--- config.mk ---
export PLATFORM = sky130hd
export DESIGN_NAME = tirio_top
export DESIGN_NICKNAME = d
export VERILOG_FILES = /design/src/hdl/tirio_pkg.sv /design/src/hdl/tirio_top.sv
export VERILOG_INCLUDE_DIRS = /design/src /design/src/hdl
export SDC_FILE = /design/constraint.sdc
export NUM_CORES = 1
export LEC_CHECK = 0
export BUFFER_PORTS_ARGS = -buffer_cell sky130_fd_sc_hd__buf_4
export CAP_MARGIN = 20
export CORE_MARGIN = 8
export CORE_UTILIZATION = 36
export CTS_CLUSTER_DIAMETER = 150
export DETAILED_ROUTE_END_ITERATION = 10
export GPL_TIMING_DRIVEN = 0
export PLACE_DENSITY_LB_ADDON = 0.15
export SYNTH_ARGS = -nofsm -noshare
export SYNTH_HDL_FRONTEND = slang
export SYNTH_SLANG_ARGS = --single-unit
export TNS_END_PERCENT = 100
--- constraint.sdc ---
create_clock -name core_clk -period 5.6 [get_ports core_clk]
set_input_delay 0.56 -clock core_clk [delete_from_list [all_inputs] [get_ports core_clk]]
set_output_delay 0.56 -clock core_clk [all_outputs]
set_load 0.02 [all_outputs]
--- src/hdl/tirio_consts.svh ---
// Purpose: shared constants of the trigger input and relay block
// Assumes: included by its bare name from design and bench files
// Notes:   offsets are byte addresses on the register bus
`ifndef TIRIO_CONSTS_SVH
`define TIRIO_CONSTS_SVH

// ============================================================
// register map
`define TIRIO_ADDR_MAP     8'h00
`define TIRIO_ADDR_TYPE    8'h04
`define TIRIO_ADDR_OUT     8'h08
`define TIRIO_ADDR_STATUS  8'h0c

// ============================================================
// reset values
`define TIRIO_MAP_RST      8'he4
`define TIRIO_TYPE_RST     8'h00
`define TIRIO_OUT_RST      4'h0

// ============================================================
// field positions
`define TIRIO_OUT_TTL_LSB    0
`define TIRIO_OUT_RELAY_LSB  2
`define TIRIO_ST_VALVE       4
`define TIRIO_ST_PUMP        5
`define TIRIO_ST_MARK        6

// ============================================================
// timing
`define TIRIO_CLK_NS       10
`define TIRIO_MS_NS        1000000
`define TIRIO_QUAL_MS      10
`define TIRIO_MARK_MS      500
`define TIRIO_MARK_PCT     8'h0a

`endif

--- src/hdl/tirio_pkg.sv ---
// Purpose: types shared by the trigger input and relay block
// Assumes: constants come from tirio_consts.svh
// Notes:   nothing here holds state
`default_nettype none

package tirio_pkg;

	// ========================================================
	// interpretation of one trigger input
	typedef enum logic [1:0] {
		TIRIO_LEVEL_LOW  = 2'b00,
		TIRIO_LEVEL_HIGH = 2'b01,
		TIRIO_STROBE_LOW = 2'b10,
		TIRIO_STROBE_HIGH = 2'b11
	} tirio_type_t;

	// instrument functions, also the slot index in the map register
	typedef enum logic [1:0] {
		TIRIO_FN_VALVE = 2'b00,
		TIRIO_FN_NULL  = 2'b01,
		TIRIO_FN_FLOW  = 2'b10,
		TIRIO_FN_TICK  = 2'b11
	} tirio_fn_t;

	// input level seen as active for the chosen interpretation
	function automatic logic tirio_active(input logic lvl,
		input logic [1:0] typ);
		tirio_active = typ[0] ? lvl : ~lvl;
	endfunction

endpackage

`default_nettype wire

--- src/hdl/tirio_top.sv ---
// Purpose: trigger input conditioning, function routing, logic and
//          relay outputs behind an APB register slave
// Assumes: one 100 MHz clock, synchronous active-high reset
// Notes:   trigger pins are asynchronous and are synchronised here
//
// The register offsets and register access over APB are this design's own decisions.
`include "tirio_consts.svh"
`default_nettype none

module tirio_top #(
	parameter int CYC_PER_MS = `TIRIO_MS_NS / `TIRIO_CLK_NS,
	parameter int QUAL_MS    = `TIRIO_QUAL_MS,
	parameter int MARK_MS    = `TIRIO_MARK_MS
) (
	input  wire logic        core_clk,
	input  wire logic        reset,
	input  wire logic        psel,
	input  wire logic        penable,
	input  wire logic        pwrite,
	input  wire logic [7:0]  paddr,
	input  wire logic [31:0] pwdata,
	output var  logic [31:0] prdata,
	output var  logic        pready,
	output var  logic        pslverr,
	input  wire logic [3:0]  trigIn,
	output var  logic [1:0]  ttlOut,
	output var  logic [1:0]  relayClose,
	output var  logic        valveInject,
	output var  logic        nullCmd,
	output var  logic        pumpOn,
	output var  logic        suppressorOn,
	output var  logic        markActive,
	output var  logic [7:0]  markPercent
);

	// ========================================================
	// elaboration checks
	localparam int DIV_W  = $clog2(CYC_PER_MS);
	localparam int QUAL_W = $clog2(QUAL_MS + 1);
	localparam int MARK_W = $clog2(MARK_MS + 1);

	// the divider needs two cycles a millisecond at least
	if (CYC_PER_MS < 2) begin : gBadDiv
		$error("tirio_top: CYC_PER_MS below 2");
	end
	// qualification must land above 4 ms and below 50 ms of width
	if (QUAL_MS < 6 || QUAL_MS > 48) begin : gBadQual
		$error("tirio_top: QUAL_MS outside 6 to 48");
	end
	// a marker of zero length could never be seen
	if (MARK_MS < 1) begin : gBadMark
		$error("tirio_top: MARK_MS below 1");
	end

	// ========================================================
	// input synchroniser
	logic [3:0] syncA;
	logic [3:0] syncB;

	// first stage feeds only the second one
	// both rest at the idle high level, so reset makes no false edge
	always_ff @(posedge core_clk) begin
		if (reset) begin
			syncA <= 4'hf;
			syncB <= 4'hf;
		end else begin
			syncA <= trigIn;
			syncB <= syncA;
		end
	end

	// ========================================================
	// millisecond tick divider
	logic [DIV_W-1:0] divCnt;
	logic [DIV_W-1:0] next_divCnt;
	logic             msTick;
	logic             next_msTick;

	// one-cycle enable once per millisecond
	always_comb begin
		next_msTick = 1'b0;
		next_divCnt = divCnt + 1'b1;
		if (divCnt == DIV_W'(CYC_PER_MS - 1)) begin
			next_divCnt = '0;
			next_msTick = 1'b1;
		end
	end

	always_ff @(posedge core_clk) begin
		if (reset) begin
			divCnt <= '0;
			msTick <= 1'b0;
		end else begin
			divCnt <= next_divCnt;
			msTick <= next_msTick;
		end
	end

	// ========================================================
	// host registers
	logic [7:0] mapSel;
	logic [7:0] next_mapSel;
	logic [7:0] typeSel;
	logic [7:0] next_typeSel;
	logic [3:0] outCtl;
	logic [3:0] next_outCtl;
	logic [31:0] next_prdata;
	logic        next_pready;
	logic        next_pslverr;
	logic        addrHit;
	logic        wrDone;
	logic [31:0] rdMux;

	// true for the four word addresses, low two bits zero
	function automatic logic regMapped(input logic [7:0] a);
		regMapped = (a[1:0] == 2'b00) &&
			(a == `TIRIO_ADDR_MAP || a == `TIRIO_ADDR_TYPE ||
			 a == `TIRIO_ADDR_OUT || a == `TIRIO_ADDR_STATUS);
	endfunction

	// decode the word address and pick the read value
	always_comb begin
		addrHit = regMapped(paddr);
		case (paddr)
			`TIRIO_ADDR_MAP:    rdMux = {24'h0, mapSel};
			`TIRIO_ADDR_TYPE:   rdMux = {24'h0, typeSel};
			`TIRIO_ADDR_OUT:    rdMux = {28'h0, outCtl};
			`TIRIO_ADDR_STATUS: rdMux = {25'h0, markActive, pumpOn,
				valveInject, syncB};
			default:            rdMux = 32'h0;
		endcase
	end

	// one wait state: pready rises in the second access cycle
	always_comb begin
		next_pready  = psel & penable & ~pready;
		next_prdata  = prdata;
		next_pslverr = 1'b0;
		wrDone       = psel & penable & pready & pwrite & addrHit;
		next_mapSel  = mapSel;
		next_typeSel = typeSel;
		next_outCtl  = outCtl;
		if (psel & penable & ~pready) begin
			next_prdata  = pwrite ? 32'h0 : rdMux;
			next_pslverr = ~addrHit;
		end
		if (wrDone) begin
			case (paddr)
				`TIRIO_ADDR_MAP:  next_mapSel  = pwdata[7:0];
				`TIRIO_ADDR_TYPE: next_typeSel = pwdata[7:0];
				`TIRIO_ADDR_OUT:  next_outCtl  = pwdata[3:0];
				// the read-only status word ignores writes, no error
				default:          next_outCtl  = outCtl;
			endcase
		end
	end

	always_ff @(posedge core_clk) begin
		if (reset) begin
			pready  <= 1'b0;
			prdata  <= 32'h0;
			pslverr <= 1'b0;
			mapSel  <= `TIRIO_MAP_RST;
			typeSel <= `TIRIO_TYPE_RST;
			outCtl  <= `TIRIO_OUT_RST;
		end else begin
			pready  <= next_pready;
			prdata  <= next_prdata;
			pslverr <= next_pslverr;
			mapSel  <= next_mapSel;
			typeSel <= next_typeSel;
			outCtl  <= next_outCtl;
		end
	end

	// ========================================================
	// per-input edge and strobe detection
	logic [3:0]        actNow;
	logic [3:0]        actPrev;
	logic [3:0]        next_actPrev;
	logic [QUAL_W-1:0] width [4];
	logic [QUAL_W-1:0] next_width [4];
	logic [3:0]        onEvt;
	logic [3:0]        offEvt;

	// level types give both edges, strobes only a qualified start;
	// the previous level is judged under the type of the next cycle
	always_comb begin
		for (int i = 0; i < 4; i++) begin
			actNow[i] = tirio_pkg::tirio_active(syncB[i],
				typeSel[2*i +: 2]);
			// a type write must not look like a pin edge
			next_actPrev[i] = tirio_pkg::tirio_active(syncB[i],
				next_typeSel[2*i +: 2]);
			next_width[i] = width[i];
			onEvt[i]  = 1'b0;
			offEvt[i] = 1'b0;
			if (!typeSel[2*i+1]) begin
				onEvt[i]  = actNow[i] & ~actPrev[i];
				offEvt[i] = ~actNow[i] & actPrev[i];
				next_width[i] = '0;
			end else if (!actNow[i]) begin
				next_width[i] = '0;  // inactive edge ignored
			end else if (msTick && width[i] != QUAL_W'(QUAL_MS)) begin
				// width saturates so one long strobe fires once
				next_width[i] = width[i] + 1'b1;
				onEvt[i] = (width[i] == QUAL_W'(QUAL_MS - 1));
			end
		end
	end

	always_ff @(posedge core_clk) begin
		if (reset) begin
			actPrev <= 4'h0;
			for (int i = 0; i < 4; i++) begin
				width[i] <= '0;
			end
		end else begin
			actPrev <= next_actPrev;
			for (int i = 0; i < 4; i++) begin
				width[i] <= next_width[i];
			end
		end
	end

	// ========================================================
	// function routing
	logic [3:0] fnOn;
	logic [3:0] fnOff;

	// each function listens to the input its map slot names
	always_comb begin
		for (int f = 0; f < 4; f++) begin
			fnOn[f]  = onEvt[mapSel[2*f +: 2]];
			fnOff[f] = offEvt[mapSel[2*f +: 2]];
		end
	end

	// ========================================================
	// instrument function state
	logic              next_valveInject;
	logic              next_nullCmd;
	logic              next_pumpOn;
	logic              next_markActive;
	logic [7:0]        next_markPercent;
	logic [MARK_W-1:0] markLeft;
	logic [MARK_W-1:0] next_markLeft;

	// active start wins over a stop in the same cycle;
	// the first tick may come at once, so the marker lasts
	// between MARK_MS-1 and MARK_MS milliseconds
	always_comb begin
		next_valveInject = valveInject;
		next_pumpOn      = pumpOn;
		next_markActive  = markActive;
		next_markLeft    = markLeft;
		// the valve, null, pump and marker functions are all steered from here
		if (fnOn[tirio_pkg::TIRIO_FN_VALVE]) begin
			next_valveInject = 1'b0;  // load
		end else if (fnOff[tirio_pkg::TIRIO_FN_VALVE]) begin
			next_valveInject = 1'b1;  // inject
		end
		// null command lasts exactly one cycle
		next_nullCmd = fnOn[tirio_pkg::TIRIO_FN_NULL];
		if (fnOn[tirio_pkg::TIRIO_FN_FLOW]) begin
			next_pumpOn = 1'b1;
		end else if (fnOff[tirio_pkg::TIRIO_FN_FLOW]) begin
			next_pumpOn = 1'b0;
		end
		// a new tick restarts the marker window
		if (fnOn[tirio_pkg::TIRIO_FN_TICK]) begin
			next_markActive = 1'b1;
			next_markLeft   = MARK_W'(MARK_MS);
		end else if (markActive && msTick) begin
			next_markLeft = markLeft - 1'b1;
			if (markLeft == MARK_W'(1)) begin
				next_markActive = 1'b0;
			end
		end
		next_markPercent = next_markActive ? `TIRIO_MARK_PCT : 8'h00;
	end

	always_ff @(posedge core_clk) begin
		if (reset) begin
			valveInject  <= 1'b0;
			nullCmd      <= 1'b0;
			pumpOn       <= 1'b0;
			suppressorOn <= 1'b0;
			markActive   <= 1'b0;
			markLeft     <= '0;
			markPercent  <= 8'h00;
		end else begin
			valveInject  <= next_valveInject;
			nullCmd      <= next_nullCmd;
			pumpOn       <= next_pumpOn;
			suppressorOn <= next_pumpOn;  // follows pump
			markActive   <= next_markActive;
			markLeft     <= next_markLeft;
			markPercent  <= next_markPercent;
		end
	end

	// ========================================================
	// logic and relay output drivers
	logic [1:0] next_ttlOut;
	logic [1:0] next_relayClose;

	// a set control bit means active: logic low, relay closed
	always_comb begin
		next_ttlOut     = ~next_outCtl[`TIRIO_OUT_TTL_LSB +: 2];
		next_relayClose = next_outCtl[`TIRIO_OUT_RELAY_LSB +: 2];
	end

	// two of each output, resting high and open
	always_ff @(posedge core_clk) begin
		if (reset) begin
			ttlOut     <= 2'b11;
			relayClose <= 2'b00;
		end else begin
			ttlOut     <= next_ttlOut;
			relayClose <= next_relayClose;
		end
	end

endmodule

`default_nettype wire

==> metrics.md <==
| Metric | Value |
|---|---|
| Die Outline Area | ~17000 um^2 |
| Clock Skews | around 0.0063 ns |
| Most frequent standard cell in the layout excluding fill and tap cells | sky130_fd_sc_hd__dfxtp_1 |
| Starting DRC count in detailed routing | about 130 |
| Antenna violations before repair | 0 |
| Share of flip-flops with an asynchronous set or reset after synthesis | 0% |
| Wirelength, routed | around 10000 um |
| Part of the cycle the worst path needs | 38.63% |
| Post-layout nets | between 600 and 700 |
| Main flop type after synthesis | sky130_fd_sc_hd__dfxtp_1 |
| Hold_ws | about 0.4 ns |
| Max-Cap Viols | 0 |
| Synthesis-to-layout area growth | 20.92% |
| Number of global-route vias before repair | 3459 |
| Most frequent cells in the layout | sky130_fd_sc_hd__dfxtp_1, sky130_fd_sc_hd__buf_4, sky130_fd_sc_hd__nor2_1 |
| Element type at the critical path start | register |
| Number of H-tree branching levels | 3 |
| Total setup buffers inserted after CTS | 0 |
| Power density over the cells | 253.0 nW/um^2 |
| Peak VDD IR | roughly 0.15 mV |
| PnR worst setup slack | 3.436 ns |
| Final-report setup violation count | 0 |
| Switching component of the power | approximately 0.00034 W |
| Die Height | between 100 and 150 um |
| Clock sink count | 91 |
| Final GP Congestion | between 0.8 and 0.9 |
| Syn Inst Count | 505 |
| Number of remaining DRC errors | 0 |
| Share of total power in sequential cells | roughly 48% |
| Number of flip-flops and latches in the synthesized netlist | between 90 and 100 |
| Power share of the clock group | between 40% and 50% |
| Count of final hold-check violations | 0 |
| Starting Density | a little over a third |
| Nature of the critical path endpoint | register |
| Unrepaired setup endpoints after global routing | false |
| Gr ovfl total | 0 |
| Maximum frequency from static timing analysis | 462.2 MHz |
| Standard-cell rows | between 40 and 50 |
| Clock-pin slew of the registers on the worst-case setup and hold paths | roughly 0.070 ns |
| Warnings, synthesis | 0 |
| Number of top-level pins | 100 |
| Final Power | ~0.0014 W |
| Wire length of the first global-routing pass | ~17000 um |
| Highest fanout seen on the critical path | 10 |
| First-pass iteration count of the detailed router | 4 |
| Number of vias per cell after detailed routing | between 4 and 5 |
| Number of hold buffers added after cts | 0 |
| Worst Setup Slack post-DPL | 3.358 ns |
| Result of the run | finished clean |
| Clock buffer count from CTS | 9 |
| Count of unique library cells instantiated by Yosys | 54 |
| Register area share after synthesis | between 30% and 40% |
| Leakage power figure | ~2.3 nW |
| Proportion of power drawn by combinational gates | approximately 8.3% |
| Post-Route Setup TNS | 0 ns |
| Clock tree from TritonCTS | done |
| Count of antenna diodes in the layout | 0 |
| Max Buffers Root-to-Sink | 2 |
| Final ANT Viol Nets | 0 |
| Number of buffer cells added on primary ports | 44 |
| Slew Limit Headroom | between 50% and 60% |
| Die span in x | 128.6 um |
| Pin count of the biggest net entering global routing | 17 |
| Mean area per synthesized cell | 9.036 um^2 |
| Post-detailed-placement half-perimeter wirelength | about 7900 um |
| Proportion of total power due to net switching | roughly a quarter |
| Post-route cell area | 5518 um^2 |
| Critical path start-end classification | register to register |
| Mean routed wirelength per cell | 13.52 um |
| All-Layer GR Usage | 12.86% |
| CP required | about 5.8 ns |
| Cell area after synthesis | 4563 um^2 |
| Core region area | 12520 um^2 |
| Cell internal power dissipation | about 0.0011 W |
| Hold WC Path Type | primary input to register |
| Worst-Margin Slew | ~0.64 ns |
| Critical path arrival | around 2.4 ns |
| Count of flip-flops with a built-in enable after synthesis | 0 |
| Routed via count | between 3000 and 4000 |
| Buffer cell driving the clock tree root | sky130_fd_sc_hd__clkbuf_16 |
| Pins over their slew limit | 0 |
| Area after DPL | roughly 5200 um^2 |
| Worst skew pair latency | approximately 0.34 ns |
| Time the worst path needs with I/O delays and setup | between 2 and 2.5 ns |
| Post-cts resize count | 0 |
| Share of layout cells above drive strength 1 | about 23% |
[power groups by stage]
stage          clock (W)  sequential (W)  combinational, W
2_1_floorplan          0        0.000679         0.0000796
3_3_place_gp           0        0.000679          0.000114
3_5_place_dp           0        0.000679          0.000115
4_1_cts         0.000637        0.000664          0.000115
5_1_grt         0.000668        0.000666          0.000126
6_report        0.000616        0.000665          0.000115
[metal layers]
metal / GRT usage, % / part of all wire (%) / up-vias
met1: 15.36 / 43 / 1656
met3: 4.137 / 5.8 / 11
met4: 3.110 / 1.5 / 0
met5: 0 / 0 / -
li1: - / - / 1817
met2: 21.91 / 49 / 67
[path summary, 6_finish.rpt]
| kind | from | endpoint | slack (ns) | depth (start not counted) |
|---|---|---|---|---|
| setup reg to reg | width[0][0]$_SDFFE_PP0N_ | markLeft[0]$_SDFFE_PP0P_ | 3.44 | 8 |
| hold reg to reg | syncA[3]$_SDFF_PP1_ | syncB[3]$_SDFF_PP1_ | 0.41 | 1 |
| setup / recovery | width[0][0]$_SDFFE_PP0N_ | markLeft[0]$_SDFFE_PP0P_ | 3.44 | 8 |
| hold / removal | trigIn[0] | syncA[0]$_SDFF_PP1_ | 0.40 | 2 |
[final cells by class]
| type | count | area, um^2 |
|---|---|---|
| Buffer | 56 | 369.1 |
| Clock buffer | 9 | 225.2 |
| Clock inverter | 7 | 75.07 |
| Fill cell | 1295 | 6999 |
| Inverter | 23 | 86.33 |
| Multi-Input combinational cell | 364 | 2395 |
| Sequential cell | 91 | 1822 |
| Tap cell | 172 | 215.2 |
| Timing Repair Buffer | 44 | 330.3 |
[metrics by stage]
stage               utilization, %  instances
floorplan                        -        534
global placement             41.68        750
detailed placement           41.68        750
CTS                          44.08        766
global route                 44.08        766
finish                       44.08        766
[Yosys cell counts (4+ instances only)]
cell type	instances	share of area (%)
sky130_fd_sc_hd__ha_1	15	4.1
sky130_fd_sc_hd__a211o_1	4	0.77
sky130_fd_sc_hd__nor2_1	75	6.2
sky130_fd_sc_hd__o21a_1	4	0.66
sky130_fd_sc_hd__a211oi_1	8	1.3
sky130_fd_sc_hd__inv_1	23	1.9
sky130_fd_sc_hd__or2_2	11	1.5
sky130_fd_sc_hd__mux4_2	4	2.0
sky130_fd_sc_hd__nand4b_1	5	0.96
sky130_fd_sc_hd__nor3_1	6	0.66
sky130_fd_sc_hd__nand3b_1	4	0.66
sky130_fd_sc_hd__o211ai_1	5	0.82
sky130_fd_sc_hd__xnor2_1	20	3.8
sky130_fd_sc_hd__nand4_1	10	1.4
sky130_fd_sc_hd__nand2_1	27	2.2
sky130_fd_sc_hd__buf_4	37	6.1
sky130_fd_sc_hd__a21oi_2	5	0.96
sky130_fd_sc_hd__mux2i_1	18	3.9
sky130_fd_sc_hd__dfxtp_1	91	40
sky130_fd_sc_hd__o21ai_0	7	0.77
sky130_fd_sc_hd__nor2b_1	5	0.69
sky130_fd_sc_hd__a21oi_1	14	1.5
sky130_fd_sc_hd__xor2_1	23	4.4
sky130_fd_sc_hd__nand2b_1	7	0.96
sky130_fd_sc_hd__nand3_1	17	1.9
sky130_fd_sc_hd__clkbuf_1	13	1.1
[state kept, by name, summed over array words and instances, names as in the netlist, 4 cells and up, named ones only]
signal	count
actPrev	4
divCnt	17
mapSel	8
markLeft	9
prdata	8
syncA	4
syncB	4
typeSel	8
width	16
[worst max-delay path: stages (launching register included)]
cell and delay [ns]:
sky130_fd_sc_hd__dfxtp_1 0.42, sky130_fd_sc_hd__inv_1 0.07, sky130_fd_sc_hd__ha_1 0.22, sky130_fd_sc_hd__nand4b_1 0.17
sky130_fd_sc_hd__a221oi_1 0.44, sky130_fd_sc_hd__mux2i_1 0.14, sky130_fd_sc_hd__o221a_1 0.27, sky130_fd_sc_hd__buf_6 0.15
sky130_fd_sc_hd__nor3b_2 0.15
[logic make-up after synthesis]
family,after synthesis,share of synthesized area [%]
buf+inv,79,9.981
xor+xnor,43,8.253
mux,25,6.663
compound gates,60,9.296
other cells,1,0.08218
flops,91,39.92
fa+ha+maj,15,4.113
simple gates,191,21.69
(Power assumes the default switching activity.)
